$ cat src/hw/otlvc_pkg.sv
package otlvc_pkg;
    // ****************************************************************
    // Register offsets
    // ****************************************************************
    localparam logic [7:0] OFS_DEF_A0    = 8'h30;
    localparam logic [7:0] OFS_DEF_A1    = 8'h31;
    localparam logic [7:0] OFS_DEF_A2    = 8'h32;
    localparam logic [7:0] OFS_REVISION  = 8'h3F;
    localparam logic [7:0] OFS_CONFIG1   = 8'h40;
    localparam logic [7:0] OFS_STATUS    = 8'h42;
    localparam logic [7:0] OFS_DEF_B0    = 8'h5C;
    localparam logic [7:0] OFS_DEF_B1    = 8'h5D;
    localparam logic [7:0] OFS_DEF_B2    = 8'h5E;
    localparam logic [7:0] OFS_LIMIT_R1  = 8'h6A;
    localparam logic [7:0] OFS_LIMIT_R2  = 8'h6B;
    localparam logic [7:0] OFS_CONFIG3   = 8'h7C;
    localparam logic [7:0] OFS_CONFIG4   = 8'h7D;

    // ****************************************************************
    // Field positions
    // ****************************************************************
    localparam int BIT_LATCH_RESET = 7;
    localparam int BIT_LOCK        = 1;
    localparam int BIT_LATCHED     = 0;
    localparam int BIT_HYST_EN     = 4;
    localparam int BIT_TO_DIS      = 0;
    localparam int BIT_LATCH_SRC   = 4;
    localparam int BIT_PIN5_FAN    = 5;
    localparam int BIT_PIN9_LO     = 0;
    localparam int BIT_PIN9_HI     = 1;

    // ****************************************************************
    // Reset values per variant
    // ****************************************************************
    localparam logic [7:0] RST_DEF_A_BASE  = 8'h00;
    localparam logic [7:0] RST_DEF_A_LATCH = 8'hFF;
    localparam logic [7:0] RST_DEF_B_BASE  = 8'h82;
    localparam logic [7:0] RST_DEF_B_LATCH = 8'h62;
    localparam logic [7:0] RST_LIM_R2_BASE  = 8'h64; // 100 C
    localparam logic [7:0] RST_LIM_R2_LATCH = 8'h88; // 136 C
    localparam logic [7:0] RST_LIM_R1      = 8'h64;
    localparam logic [7:0] RST_CONFIG      = 8'h00;
    localparam logic [7:0] HYST_DEGREES    = 8'h04;
    // Revision codes: arbitrary values
    localparam logic [7:0] REV_BASE  = 8'h11;
    localparam logic [7:0] REV_LATCH = 8'h12;

    // ****************************************************************
    // Bus addresses and timing
    // ****************************************************************
    localparam logic [6:0] ADDR_FIXED = 7'h2E;
    localparam logic [6:0] ADDR_SEL0  = 7'h2C;
    localparam logic [6:0] ADDR_SEL1  = 7'h2D;
    localparam logic [1:0] PIN9_ALERT = 2'h3;
    localparam logic [1:0] PIN9_THERM = 2'h2;
    localparam logic [3:0] BITS_BYTE  = 4'h8;
    localparam logic [1:0] STRAP_WAIT = 2'h3;
    localparam int CLK_PERIOD_PS   = 4000;
    localparam longint TIMEOUT_MIN_MS = 15;
    localparam int TIMEOUT_CYC = int'((TIMEOUT_MIN_MS * 64'd1000000000 + CLK_PERIOD_PS - 1)
                                      / CLK_PERIOD_PS);

    typedef enum logic [4:0] {
        ST_IDLE = 5'b00001,
        ST_RX   = 5'b00010,
        ST_ACK  = 5'b00100,
        ST_TX   = 5'b01000,
        ST_MACK = 5'b10000
    } otlvc_state_t;

    typedef enum logic [1:0] {
        PH_ADDR = 2'h0,
        PH_CMD  = 2'h1,
        PH_DATA = 2'h2
    } otlvc_phase_t;
endpackage

$ cat src/hw/otlvc_top.sv
// How it works
// All configuration reaches the block only through the serial management bus slave.
// Pin 9 can be set to an alert output for out-of-limit temperatures.
// Bus clock low past the timeout abandons the transfer; a bit disables it.
// Pin 5 defaults to fan drive two on base, latch output on latch.
// Base answers on a fixed address; latch variant address comes from straps.
// Remote 2 limit defaults to 100 C base, 136 C latch variant.
// Registers variant_default_reg_a0 to variant_default_reg_a2 reset to 0x00 base, 0xFF latch variant.
// Writing 1 to bit 7 of config_one_latch_reset resets the latch; lock blocks it.
// Bit 0 of status_latch_flag reads 1 while an over-temperature event is latched.
// Registers variant_default_reg_b0 to variant_default_reg_b2 reset to 0x82 base, 0x62 latch variant.
// Bit 4 of config_hysteresis_ctrl enables hysteresis on the over-temperature output.
// Bit 4 of config_latch_source: 0 latches on remote 2, 1 on either.
// Latch and status stay set until the host resets them, despite cooling.
`timescale 1ns/1ps
module otlvc_top
    import otlvc_pkg::*;
#(
    parameter bit LATCH_VARIANT  = 1'b1,
    parameter int TIMEOUT_CYCLES = TIMEOUT_CYC
)(
    input  wire logic       CLK_SYS_I,       // System clock, 250 MHz
    input  wire logic       RESET_I,         // Synchronous reset, active high
    input  wire logic       CE_I,            // Clock enable, freezes all state when low
    input  wire logic       SCL_I,           // Bus clock pin
    input  wire logic       SDA_I,           // Bus data pin level
    output logic            SDA_O,           // Bus data drive value, always low
    output logic            SDA_OE_O,        // Bus data output enable
    input  wire logic       ADDREN_I,        // Address mode strap
    input  wire logic       ADDR_SEL_I,      // Address select strap
    input  wire logic [7:0] REMOTE1_TEMP_I,  // Remote channel 1 temperature
    input  wire logic [7:0] REMOTE2_TEMP_I,  // Remote channel 2 temperature
    input  wire logic       FAN_DRIVE_TWO_I, // Fan drive two from fan logic
    output logic            PIN5_O,          // Pin 5 level
    output logic            PIN9_O,          // Pin 9 drive value, always low
    output logic            PIN9_OE_O        // Pin 9 output enable
);

    // ****************************************************************
    // Pin synchronisers
    // ****************************************************************
    logic [2:0] scl_sync_r, sda_sync_r, aen_sync_r, asel_sync_r;
    logic       scl_r, sda_r, scl_d_r, sda_d_r;

    always_ff @(posedge CLK_SYS_I)
    begin
        if (RESET_I)
        begin
            scl_sync_r  <= 3'h7;
            sda_sync_r  <= 3'h7;
            aen_sync_r  <= 3'h7;
            asel_sync_r <= 3'h0;
        end
        else if (CE_I)
        begin
            scl_sync_r  <= {scl_sync_r[1:0], SCL_I};
            sda_sync_r  <= {sda_sync_r[1:0], SDA_I};
            aen_sync_r  <= {aen_sync_r[1:0], ADDREN_I};
            asel_sync_r <= {asel_sync_r[1:0], ADDR_SEL_I};
        end
    end

    // A change counts only once stages two and three agree
    wire scl_agree = scl_sync_r[1] == scl_sync_r[2];
    wire sda_agree = sda_sync_r[1] == sda_sync_r[2];

    always_ff @(posedge CLK_SYS_I)
    begin
        if (RESET_I)
        begin
            scl_r   <= 1'b1;
            sda_r   <= 1'b1;
            scl_d_r <= 1'b1;
            sda_d_r <= 1'b1;
        end
        else if (CE_I)
        begin
            scl_r   <= scl_agree ? scl_sync_r[2] : scl_r;
            sda_r   <= sda_agree ? sda_sync_r[2] : sda_r;
            scl_d_r <= scl_r;
            sda_d_r <= sda_r;
        end
    end

    wire scl_rise = scl_r & ~scl_d_r;
    wire scl_fall = ~scl_r & scl_d_r;
    wire start_ev = scl_r & scl_d_r & sda_d_r & ~sda_r;
    wire stop_ev  = scl_r & scl_d_r & ~sda_d_r & sda_r;

    // ****************************************************************
    // Address strap capture
    // ****************************************************************
    logic [1:0] strap_cnt_r;
    logic       strap_done_r;
    logic [6:0] slave_addr_r;
    wire  [6:0] strap_addr = aen_sync_r[2] ? ADDR_FIXED
                           : (asel_sync_r[2] ? ADDR_SEL1 : ADDR_SEL0);

    // Straps are caught after release so the synchronisers hold real pin levels
    always_ff @(posedge CLK_SYS_I)
    begin
        if (RESET_I)
        begin
            strap_cnt_r  <= 2'h0;
            strap_done_r <= 1'b0;
            slave_addr_r <= ADDR_FIXED;
        end
        else if (CE_I && strap_cnt_r != STRAP_WAIT)
            strap_cnt_r  <= strap_cnt_r + 2'h1;
        else if (CE_I && !strap_done_r)
        begin
            // Stage three holds the real strap level only from here on
            strap_done_r <= 1'b1;
            slave_addr_r <= LATCH_VARIANT ? strap_addr : ADDR_FIXED;
        end
    end

    // ****************************************************************
    // Clock-low timeout
    // ****************************************************************
    logic [31:0] low_cnt_r;
    logic [7:0]  cfg3_r;
    wire         to_hit = (low_cnt_r == 32'(TIMEOUT_CYCLES)) & ~cfg3_r[BIT_TO_DIS];

    always_ff @(posedge CLK_SYS_I)
    begin
        if (RESET_I || (CE_I && scl_r))
            low_cnt_r <= 32'h0;
        else if (CE_I && low_cnt_r != 32'(TIMEOUT_CYCLES))
            low_cnt_r <= low_cnt_r + 32'h1;
    end

    // ****************************************************************
    // Bus slave state machine
    // ****************************************************************
    otlvc_state_t state_r, state_nxt;
    otlvc_phase_t phase_r, phase_nxt;
    logic [7:0] shift_r, shift_nxt, ptr_r, ptr_nxt;
    logic [3:0] cnt_r, cnt_nxt;
    logic       rw_r, rw_nxt, oe_r, oe_nxt, wr_stb_nxt, wr_stb_r;
    logic [7:0] wr_data_r, rdata;

    always_comb
    begin
        state_nxt  = state_r;
        phase_nxt  = phase_r;
        shift_nxt  = shift_r;
        ptr_nxt    = ptr_r;
        cnt_nxt    = cnt_r;
        rw_nxt     = rw_r;
        oe_nxt     = oe_r;
        wr_stb_nxt = 1'b0;
        if (stop_ev || to_hit)
        begin
            state_nxt = ST_IDLE;
            oe_nxt    = 1'b0;
        end
        else if (start_ev)
        begin
            state_nxt = ST_RX;
            phase_nxt = PH_ADDR;
            cnt_nxt   = 4'h0;
            oe_nxt    = 1'b0;
        end
        else
        begin
            case (state_r)
                ST_RX:
                begin
                    if (scl_rise)
                    begin
                        shift_nxt = {shift_r[6:0], sda_r};
                        cnt_nxt   = cnt_r + 4'h1;
                    end
                    else if (scl_fall && cnt_r == BITS_BYTE)
                    begin
                        state_nxt = ST_ACK;
                        oe_nxt    = 1'b1;
                        cnt_nxt   = 4'h0;
                        if (phase_r == PH_ADDR)
                        begin
                            rw_nxt = shift_r[0];
                            if (shift_r[7:1] != slave_addr_r)
                            begin
                                state_nxt = ST_IDLE;
                                oe_nxt    = 1'b0;
                            end
                        end
                        else if (phase_r == PH_CMD)
                            ptr_nxt = shift_r;
                        else
                            wr_stb_nxt = 1'b1;
                    end
                end
                ST_ACK:
                begin
                    if (scl_fall)
                    begin
                        if (phase_r == PH_ADDR && rw_r)
                        begin
                            state_nxt = ST_TX;
                            shift_nxt = rdata;
                            oe_nxt    = ~rdata[7];
                        end
                        else
                        begin
                            state_nxt = ST_RX;
                            oe_nxt    = 1'b0;
                            phase_nxt = (phase_r == PH_ADDR) ? PH_CMD : PH_DATA;
                        end
                    end
                end
                ST_TX:
                begin
                    if (scl_rise)
                        cnt_nxt = cnt_r + 4'h1;
                    else if (scl_fall)
                    begin
                        shift_nxt = {shift_r[6:0], 1'b0};
                        oe_nxt    = (cnt_r == BITS_BYTE) ? 1'b0 : ~shift_r[6];
                        state_nxt = (cnt_r == BITS_BYTE) ? ST_MACK : ST_TX;
                    end
                end
                ST_MACK:
                begin
                    // A not-acknowledge ends the read; an acknowledge repeats it
                    if (scl_rise)
                        state_nxt = sda_r ? ST_IDLE : ST_MACK;
                    else if (scl_fall)
                    begin
                        state_nxt = ST_TX;
                        cnt_nxt   = 4'h0;
                        shift_nxt = rdata;
                        oe_nxt    = ~rdata[7];
                    end
                end
                default:
                    oe_nxt = 1'b0;
            endcase
        end
    end

    always_ff @(posedge CLK_SYS_I)
    begin
        if (RESET_I)
        begin
            state_r   <= ST_IDLE;
            phase_r   <= PH_ADDR;
            shift_r   <= 8'h00;
            ptr_r     <= 8'h00;
            cnt_r     <= 4'h0;
            rw_r      <= 1'b0;
            oe_r      <= 1'b0;
            wr_stb_r  <= 1'b0;
            wr_data_r <= 8'h00;
        end
        else if (CE_I)
        begin
            state_r   <= state_nxt;
            phase_r   <= phase_nxt;
            shift_r   <= shift_nxt;
            ptr_r     <= ptr_nxt;
            cnt_r     <= cnt_nxt;
            rw_r      <= rw_nxt;
            oe_r      <= oe_nxt;
            wr_stb_r  <= wr_stb_nxt;
            wr_data_r <= shift_r;
        end
    end

    // ****************************************************************
    // Register bank
    // ****************************************************************
    localparam logic [7:0] RST_A  = LATCH_VARIANT ? RST_DEF_A_LATCH : RST_DEF_A_BASE;
    localparam logic [7:0] RST_B  = LATCH_VARIANT ? RST_DEF_B_LATCH : RST_DEF_B_BASE;
    localparam logic [7:0] RST_L2 = LATCH_VARIANT ? RST_LIM_R2_LATCH : RST_LIM_R2_BASE;

    logic [7:0] def_a_r [3];
    logic [7:0] def_b_r [3];
    logic [7:0] cfg1_r, cfg4_r, lim1_r, lim2_r;
    logic       latched_r, ot_r;

    wire sel_a0  = ptr_r == OFS_DEF_A0;
    wire sel_a1  = ptr_r == OFS_DEF_A1;
    wire sel_a2  = ptr_r == OFS_DEF_A2;
    wire sel_b0  = ptr_r == OFS_DEF_B0;
    wire sel_b1  = ptr_r == OFS_DEF_B1;
    wire sel_b2  = ptr_r == OFS_DEF_B2;
    wire sel_c1  = ptr_r == OFS_CONFIG1;
    wire sel_c3  = ptr_r == OFS_CONFIG3;
    wire sel_c4  = ptr_r == OFS_CONFIG4;
    wire sel_l1  = ptr_r == OFS_LIMIT_R1;
    wire sel_l2  = ptr_r == OFS_LIMIT_R2;
    wire sel_st  = ptr_r == OFS_STATUS;
    wire sel_rev = ptr_r == OFS_REVISION;
    wire locked  = cfg1_r[BIT_LOCK];

    // Lock freezes configuration until reset, the latch reset bit included
    wire wr_ok       = wr_stb_r & ~locked;
    wire latch_clear = LATCH_VARIANT & wr_ok & sel_c1 & wr_data_r[BIT_LATCH_RESET];

    // Reserved bits on the base variant never store and read as zero
    wire [7:0] c1_mask = LATCH_VARIANT ? 8'h7F : 8'h7F;
    wire [7:0] c3_mask = LATCH_VARIANT ? 8'hFF : ~(8'h01 << BIT_HYST_EN);
    wire [7:0] c4_mask = LATCH_VARIANT ? 8'hFF : ~(8'h01 << BIT_LATCH_SRC);

    always_ff @(posedge CLK_SYS_I)
    begin
        if (RESET_I)
        begin
            def_a_r <= '{RST_A, RST_A, RST_A};
            def_b_r <= '{RST_B, RST_B, RST_B};
            cfg1_r  <= RST_CONFIG;
            cfg3_r  <= RST_CONFIG;
            cfg4_r  <= RST_CONFIG | (LATCH_VARIANT ? 8'h00 : (8'h01 << BIT_PIN5_FAN));
            lim1_r  <= RST_LIM_R1;
            lim2_r  <= RST_L2;
        end
        else if (CE_I && wr_ok)
        begin
            if (sel_a0) def_a_r[0] <= wr_data_r;
            if (sel_a1) def_a_r[1] <= wr_data_r;
            if (sel_a2) def_a_r[2] <= wr_data_r;
            if (sel_b0) def_b_r[0] <= wr_data_r;
            if (sel_b1) def_b_r[1] <= wr_data_r;
            if (sel_b2) def_b_r[2] <= wr_data_r;
            if (sel_c1) cfg1_r <= wr_data_r & c1_mask;
            if (sel_c3) cfg3_r <= wr_data_r & c3_mask;
            if (sel_c4) cfg4_r <= wr_data_r & c4_mask;
            if (sel_l1) lim1_r <= wr_data_r;
            if (sel_l2) lim2_r <= wr_data_r;
        end
    end

    assign rdata = sel_a0  ? def_a_r[0]
                 : sel_a1  ? def_a_r[1]
                 : sel_a2  ? def_a_r[2]
                 : sel_b0  ? def_b_r[0]
                 : sel_b1  ? def_b_r[1]
                 : sel_b2  ? def_b_r[2]
                 : sel_c1  ? cfg1_r
                 : sel_c3  ? cfg3_r
                 : sel_c4  ? cfg4_r
                 : sel_l1  ? lim1_r
                 : sel_l2  ? lim2_r
                 : sel_st  ? {7'h00, latched_r & LATCH_VARIANT}
                 : sel_rev ? (LATCH_VARIANT ? REV_LATCH : REV_BASE)
                 : 8'h00;

    // ****************************************************************
    // Over-temperature detection and latch
    // ****************************************************************
    wire over1 = REMOTE1_TEMP_I > lim1_r;
    wire over2 = REMOTE2_TEMP_I > lim2_r;
    wire hyst  = cfg3_r[BIT_HYST_EN];
    wire below = (REMOTE1_TEMP_I <= lim1_r - (hyst ? HYST_DEGREES : 8'h00))
               & (REMOTE2_TEMP_I <= lim2_r - (hyst ? HYST_DEGREES : 8'h00));
    wire latch_src = cfg4_r[BIT_LATCH_SRC] ? (over1 | over2) : over2;

    always_ff @(posedge CLK_SYS_I)
    begin
        if (RESET_I)
        begin
            latched_r <= 1'b0;
            ot_r      <= 1'b0;
        end
        else if (CE_I)
        begin
            // A new event in the clearing cycle keeps the latch set
            latched_r <= latch_src | (latched_r & ~latch_clear);
            ot_r      <= (over1 | over2) | (ot_r & ~below);
        end
    end

    // ****************************************************************
    // Pin outputs
    // ****************************************************************
    wire [1:0] pin9_mode = {cfg4_r[BIT_PIN9_HI], cfg4_r[BIT_PIN9_LO]};
    wire       alert     = over1 | over2 | latched_r;

    always_ff @(posedge CLK_SYS_I)
    begin
        if (RESET_I)
        begin
            SDA_O     <= 1'b0;
            SDA_OE_O  <= 1'b0;
            PIN5_O    <= 1'b0;
            PIN9_O    <= 1'b0;
            PIN9_OE_O <= 1'b0;
        end
        else if (CE_I)
        begin
            SDA_OE_O  <= oe_r;
            PIN5_O    <= cfg4_r[BIT_PIN5_FAN] ? FAN_DRIVE_TWO_I : latched_r;
            PIN9_OE_O <= ((pin9_mode == PIN9_ALERT) & alert)
                       | ((pin9_mode == PIN9_THERM) & ot_r);
        end
    end

endmodule

$ cat config.mk
export PLATFORM = sky130hd
export DESIGN_NAME = otlvc_top
export DESIGN_NICKNAME = d
export VERILOG_FILES = /design/src/hw/otlvc_pkg.sv /design/src/hw/otlvc_top.sv
export SDC_FILE = /design/constraint.sdc
export NUM_CORES = 1
export LEC_CHECK = 0
export BUFFER_PORTS_ARGS = -buffer_cell sky130_fd_sc_hd__buf_2
export CAP_MARGIN = 15
export CORE_UTILIZATION = 55
export CTS_CLUSTER_DIAMETER = 150
export DETAILED_ROUTE_END_ITERATION = 10
export PLACE_DENSITY = 0.74
export SLEW_MARGIN = 15
export SYNTH_ARGS = -nofsm -noshare
export SYNTH_HDL_FRONTEND = slang
export SYNTH_SLANG_ARGS = --single-unit
$ cat constraint.sdc
create_clock -name CLK_SYS_I -period 2.9 [get_ports CLK_SYS_I]
set_input_delay 0.58 -clock CLK_SYS_I [delete_from_list [all_inputs] [get_ports CLK_SYS_I]]
set_output_delay 0.58 -clock CLK_SYS_I [all_outputs]
set_load 0.05 [all_outputs]
* Word-level counts from Yosys, hierarchy flattened
Index checks and enable logic that the tools add are counted.
** Storage, ports and cells
- Bits of input ports :: 24
- Register bits after elaboration :: 188
- Logic and storage cells :: 240
- Output and inout bits :: 5
** Operators by class
- Bitwise gates (word level) :: 36
- Reductions and logical operators :: 37
- Equality and inequality tests :: 47
- Multiplexer cells :: 74
- Add/sub/neg operators :: 5
- $lt $le $gt $ge :: 4
** Operator list (number)
- two-way mux 8 bit :: 18
- equality test 8 x 7 -> 1 bit (second input constant) :: 9
- two-way mux 5 bit :: 13
- adder 32 x 1 -> 32 bit (second input constant) :: 1
- equality test 32 x 22 -> 1 bit (second input constant) :: 1
- equality test 8 x 6 -> 1 bit (second input constant) :: 4
- inequality test 32 x 22 -> 1 bit (second input constant) :: 1
- inequality test 4 bit (second input constant) :: 8
- case mux 8 bit (4 select lines) :: 1
- two-way mux 4 bit :: 7
- AND reduction 2 bit :: 14
- AND reduction 8 bit :: 3
- two-way mux 1 bit :: 23
- case mux 5 bit (4 select lines) :: 1
- inequality test 2 bit (second input constant) :: 9
- bitwise AND 1 bit :: 16
- greater-than comparator 8 bit :: 2
- <= comparator 8 bit :: 2
- NOT 1 bit :: 15
- AND reduction 7 bit :: 2
- two-way mux 2 bit :: 6
- case mux 4 bit (3 select lines) :: 1
- AND reduction 11 bit :: 1
- two-way mux 3 bit :: 3
- 25 further kinds :: 42

* Depth between registers and ports, before layout
- Depth after elaboration :: 20
- Depth in mapped cells :: 12
- Depth with buffers taken out :: 12

* Worst setup path before layout
No wires, ideal clock.
- Path kind :: input -> register
- Start point :: input port CE_I
- End point :: register def_a_r[10] in the netlist's numbering
- Buffers on the path :: 1
- Library setup time :: 0.129 ns
- Slack :: 0.606 ns
- Data arrival time :: 2.164 ns
- Cell stages on the path :: 7
- Cells stage by stage :: clkbuf_1 -> nand2_1 -> nor2_1 -> nand2_1 -> nor2_1 -> mux2i_1 -> nand2_1
** On the way
- Cells in the longest elaborated chain, start to end :: 2
** RTL lines
- start, declared :: line otlvc_top.sv:24 : input wire logic CE_I,
- logical AND 1 bit :: line otlvc_top.sv:319 : else if (CE_I && wr_ok)
- AND reduction 2 bit (no line)
- end signal, assigned :: line otlvc_top.sv:311 : def_a_r <= '{RST_A, RST_A, RST_A};
- end, declared :: line otlvc_top.sv:278 : logic [7:0] def_a_r [3];
Every way passes these cells.
A chain may end at the register's enable or synchronous reset.

* Worst setup path in the final report
- Start point :: register state_r[0]
- End point :: register state_r[1]
** On the way
- Cells in the longest elaborated chain, start to end :: 4
- Elaborated cells between the ends (all ways) :: 15
- Those cells by class :: eq/ne: 10; mux: 3; reduce/logical: 2
** RTL lines
- start, declared :: line otlvc_top.sv:136 : otlvc_state_t state_r, state_nxt;
- start signal, assigned :: line otlvc_top.sv:259 : state_r <= state_nxt;
- equality test 5 bit, or another cell as far along :: line otlvc_top.sv:167 : case (state_r)
- case mux 5 bit (4 select lines) :: line otlvc_top.sv:167
- two-way mux 5 bit :: line otlvc_top.sv:158 : else if (start_ev)
- two-way mux 5 bit :: line otlvc_top.sv:153 : if (stop_ev || to_hit)
Parallel ways exist; a longest one is shown, timed or not.

==> impl_table.tex <==
\begin{tabular}{lr}
\hline
Metric & Value \\
\hline
\multicolumn{2}{l}{\textbf{STA}} \\
\quad Final slew viol count & 0 \\
\quad Remaining max-slew budget at the tightest pin & 0.387 \\
\quad Achievable Freq & 381 MHz \\
\quad RSZ-0062 raised after global routing & false \\
\quad Measured slew at the worst slew-check pin & 0.919 ns \\
\quad Final critical-path setup slack & 0.274 ns \\
\quad Final count of negative-setup-slack endpoints & 0 \\
\quad Largest clock skew in the final design & 0.00837 ns \\
\quad Final Critical Period & 2.63 ns \\
\quad Ratio of final minimum period to clock period & 0.906 \\
\quad Post-Route Setup TNS & 0 ns \\
\quad Final-report hold violation count & 0 \\
\multicolumn{2}{l}{\textbf{Min path}} \\
\quad Worst hold path depth & 3 \\
\quad Beginning of the worst hold path & ADDREN\_I \\
\quad Path type of the worst min-delay path & in2reg \\
\quad Worst min-delay path endpoint & aen\_sync\_r[0] \\
\multicolumn{2}{l}{\textbf{Setup path}} \\
\quad Max FO, Critical Path & 9 \\
\quad Reg2reg end & state\_r[1] \\
\quad Crit path cell chain & or3\_1 > a21oi\_1 > nor2\_1 > a2111oi\_0 > o21ai\_1 > a31o\_2 \\
\quad Cell depth of the worst flop-to-flop path & 6 \\
\quad Nature of the critical path startpoint & register \\
\quad Required arrival time at the worst endpoint & 3.24 ns \\
\quad Worst Setup End Kind & register \\
\quad Register-to-Register Setup Slack & 0.27 ns \\
\quad Endpoint arrival time on the critical path & a little under 3 ns \\
\quad R2R Path Start & state\_r[0] \\
\quad Delay of the slowest critical-path stage & a little under 0.5 ns \\
\quad Slowest cell on the critical path & or3\_1 \\
\quad Type of the worst setup path & reg2reg \\
\multicolumn{2}{l}{\textbf{Finish}} \\
\quad Layout Cells excl Fill & 1398 \\
\quad Largest registers in the final layout & low\_cnt\_r (32), def\_a\_r (24), def\_b\_r (24) \\
\quad Flip-flop count of the largest register, all copies and words added & 32 \\
\quad Share of layout cells above drive strength 1 & 0.0980 \\
\quad Leading cell type in the layout, fill and taps excluded & dfxtp\_1 \\
\quad Commonest cells after routing, fill and taps aside & dfxtp\_1 (183), nor2\_1 (124), nand2\_1 (118) \\
\quad Antenna diode instance count & 0 \\
\quad Largest register by flop count & low\_cnt\_r \\
\quad Area growth syn-to-layout & 10.1\% \\
\quad Final net count & 1224 \\
\multicolumn{2}{l}{\textbf{Clocking}} \\
\quad Number of buffers created by CTS & 17 \\
\quad Clock Path Buffers & 2 \\
\quad CTS tree & done \\
\quad CTS clock-pin slew for the worst setup and hold paths & 0.07 ns \\
\quad Hold buffers post-CTS & 0 \\
\quad Clk\_lat worst skew & 0.44 ns \\
\quad Root buf cell & clkbuf\_16 \\
\quad Clk sinks & 183 \\
\quad Post-CTS setup buffer count & 0 \\
\quad H-tree levels & 4 \\
\multicolumn{2}{l}{\textbf{Synthesis}} \\
\quad Cells after Synth & 1154 \\
\quad Mean Syn Cell Area & 8.45 sq um \\
\quad Number of enable flip-flop cells after synthesis & 0 \\
\quad Yosys Warn Count & 0 \\
\quad Distinct cell type count of the synthesized netlist & 73 \\
\quad Dominant synthesized flop cell & dfxtp\_1 \\
\quad Register bit count reported by yosys & 183 \\
\quad Part of the Yosys area used for sequential elements & 0.375 \\
\quad Cell area after synthesis & 9760 sq um \\
\quad Asr flop ratio synth & 0 \\
\multicolumn{2}{l}{\textbf{Route}} \\
\quad Routed length per placed instance & 17.7 um \\
\quad Total number of vias & $\sim$8500 \\
\quad Drt pass-1 iters & 6 \\
\quad Wire length reported by the detailed router & 24800 um \\
\quad First-iteration detailed-routing DRC count & 738 \\
\quad Number of nets with antenna violations after routing & 0 \\
\quad Per-cell via count in the routed design & roughly 6.1 \\
\quad DRC errors left & 0 \\
\multicolumn{2}{l}{\textbf{Floorplan}} \\
\quad Overall die area & approximately 18000 sq um \\
\quad DIE WIDTH & between 100 and 150 um \\
\quad Starting Density & 0.564 \\
\quad Site row count & 48 \\
\quad Vert. Die Dim & between 100 and 150 um \\
\quad Total core area & 17300 sq um \\
\quad Number of primary I/O pins & 29 \\
\multicolumn{2}{l}{\textbf{GRT}} \\
\quad Via count of the first global-routing pass & approximately 7900 \\
\quad Global-route wire length before repair & 40200 um \\
\quad Initial antenna violation count & 0 \\
\quad Total routing usage reported by global routing & 0.280 \\
\quad Maximum number of pins on one net before global-route repair & 88 \\
\quad Leftover overflow at the end of global routing & 0 \\
\multicolumn{2}{l}{\textbf{Run}} \\
\quad Maximum capacitance violations & 0 \\
\multicolumn{2}{l}{\textbf{Place}} \\
\quad Last weighted congestion value of the routability-driven placer & a little under 0.9 \\
\quad Half-perimeter wire length after detailed placement & 17100 um \\
\quad Placed instance count & 1365 \\
\quad Count of buffers from port buffering & 26 \\
\quad Pre-CTS WS & roughly 0.26 ns \\
\multicolumn{2}{l}{\textbf{Pwr}} \\
\quad Cell area power density & between 400 and 500 nW/um\^{}2 \\
\quad Standby leakage power & slightly below 4 nW \\
\quad Worst ir drop on vdd & 0.000456 V \\
\multicolumn{2}{l}{\textbf{Status}} \\
\quad Run status & finished clean \\
\hline
\end{tabular}
==> how the worst max path moves through the flow <==
stage | from | endpoint | cells after the start
4_1_cts | low_cnt_r[0] | shift_r[2] | 8
3_3_place_gp | state_r[0] | state_r[1] | 6
2_1_floorplan | CE_I | def_a_r[10] | 7
6_report | state_r[0] | state_r[1] | 6
5_1_grt | state_r[0] | state_r[1] | 6
3_5_place_dp | low_cnt_r[0] | shift_r[6] | 8
==> critical path, delay by kind of cell, from the launching register on <==
family,cells,cell delay [ns]
AOI/OAI and AO/OA,4,1.43
and+or+nand+nor,2,0.69
DFF,1,0.40
==> layout make-up <==
| class | instances | area, sq um |
|---|---|---|
| tap | 225 | 282 |
| multi-input combinational | 860 | 5660 |
| sequential | 183 | 3660 |
| timing repair buffer | 57 | 373 |
| inverter | 41 | 154 |
| fill | 1538 | 6560 |
| clock buffer | 19 | 443 |
| clock inverter | 13 | 169 |
==> stage by stage <==
stage | util | instance area (sq um) | power, mW | hold slack (ns)
detailed placement | 0.585 | 10100 | 2.80 | 0.447
global placement | 0.585 | 10100 | 2.79 | 0.438
floorplan | - | 9760 | 2.74 | 0.428
CTS | 0.620 | 10700 | 5.20 | 0.360
global route | 0.621 | 10700 | 5.32 | 0.375
finish | 0.621 | 10700 | 5.17 | 0.360
==> kinds of logic (layout without fill, tap and decap cells) <==
logic type / after synthesis / in the layout / share of synthesized area
buffers and inverters: 112 / 130 / 0.0458
muxes: 115 / 115 / 0.119
adders and majority gates: 40 / 40 / 0.0513
DFF: 183 / 183 / 0.375
xor gates and xnor gates: 39 / 39 / 0.0350
AOI/OAI and AO/OA: 214 / 214 / 0.144
and+or+nand+nor: 450 / 450 / 0.229
other: 1 / 2 / 0.000384
==> Yosys cell counts, drive strengths merged (6+ instances only) <==
| cell | count | area [sq um] |
|---|---|---|
| nand4 | 14 | 93.8 |
| and3 | 14 | 87.6 |
| o211ai | 13 | 97.6 |
| a21o | 10 | 75.1 |
| nand3 | 42 | 210 |
| buf | 17 | 90.1 |
| nor2b | 10 | 62.6 |
| nand3b | 7 | 52.6 |
| o21ai | 41 | 209 |
| a221oi | 8 | 76.3 |
| xnor2 | 36 | 315 |
| nand4b | 6 | 52.6 |
| ha | 40 | 500 |
| or3 | 9 | 56.3 |
| o221ai | 9 | 78.8 |
| mux2i | 110 | 1100 |
| nor3 | 39 | 205 |
| or4 | 7 | 52.6 |
| a21oi | 65 | 325 |
| a211oi | 8 | 60.1 |
| inv | 41 | 154 |
| nor4 | 18 | 128 |
| nor2 | 128 | 490 |
| a311oi | 10 | 87.6 |
| nand2 | 118 | 443 |
| a31oi | 8 | 50.1 |
| dfxtp | 183 | 3660 |
| clkbuf | 54 | 203 |
| nand2b | 8 | 50.1 |
| o22ai | 7 | 43.8 |
| o21a | 6 | 45.0 |
==> per-layer routing <==
layer,track usage,vias to the layer above,share of wire,wire length (um)
met1,0.383,3970,0.45,11200
met4,0.131,0,0.035,866
li1,-,4164,-,-
met5,0,-,0,0
met2,0.423,325,0.44,10900
met3,0.0546,62,0.072,1770
==> where the power goes <==
part	leakage, nW	total (mW)	switching, mW	internal, mW
Clock	0.298	2.43	1.04	1.39
Combinational	2.18	0.201	0.129	0.0715
Sequential	1.48	2.54	0.00973	2.53
Total	3.95	5.17	1.18	3.99
==> repair_timing <==
| item | 4_1_cts | 5_1_grt |
|---|---|---|
| endpoints found under the hold margin | 0 | 0 |
| gates resized for setup | 0 | 1 |
| endpoints found under the setup margin | 0 | 5 |
Note: power is estimated with default switching activity, not from simulation.
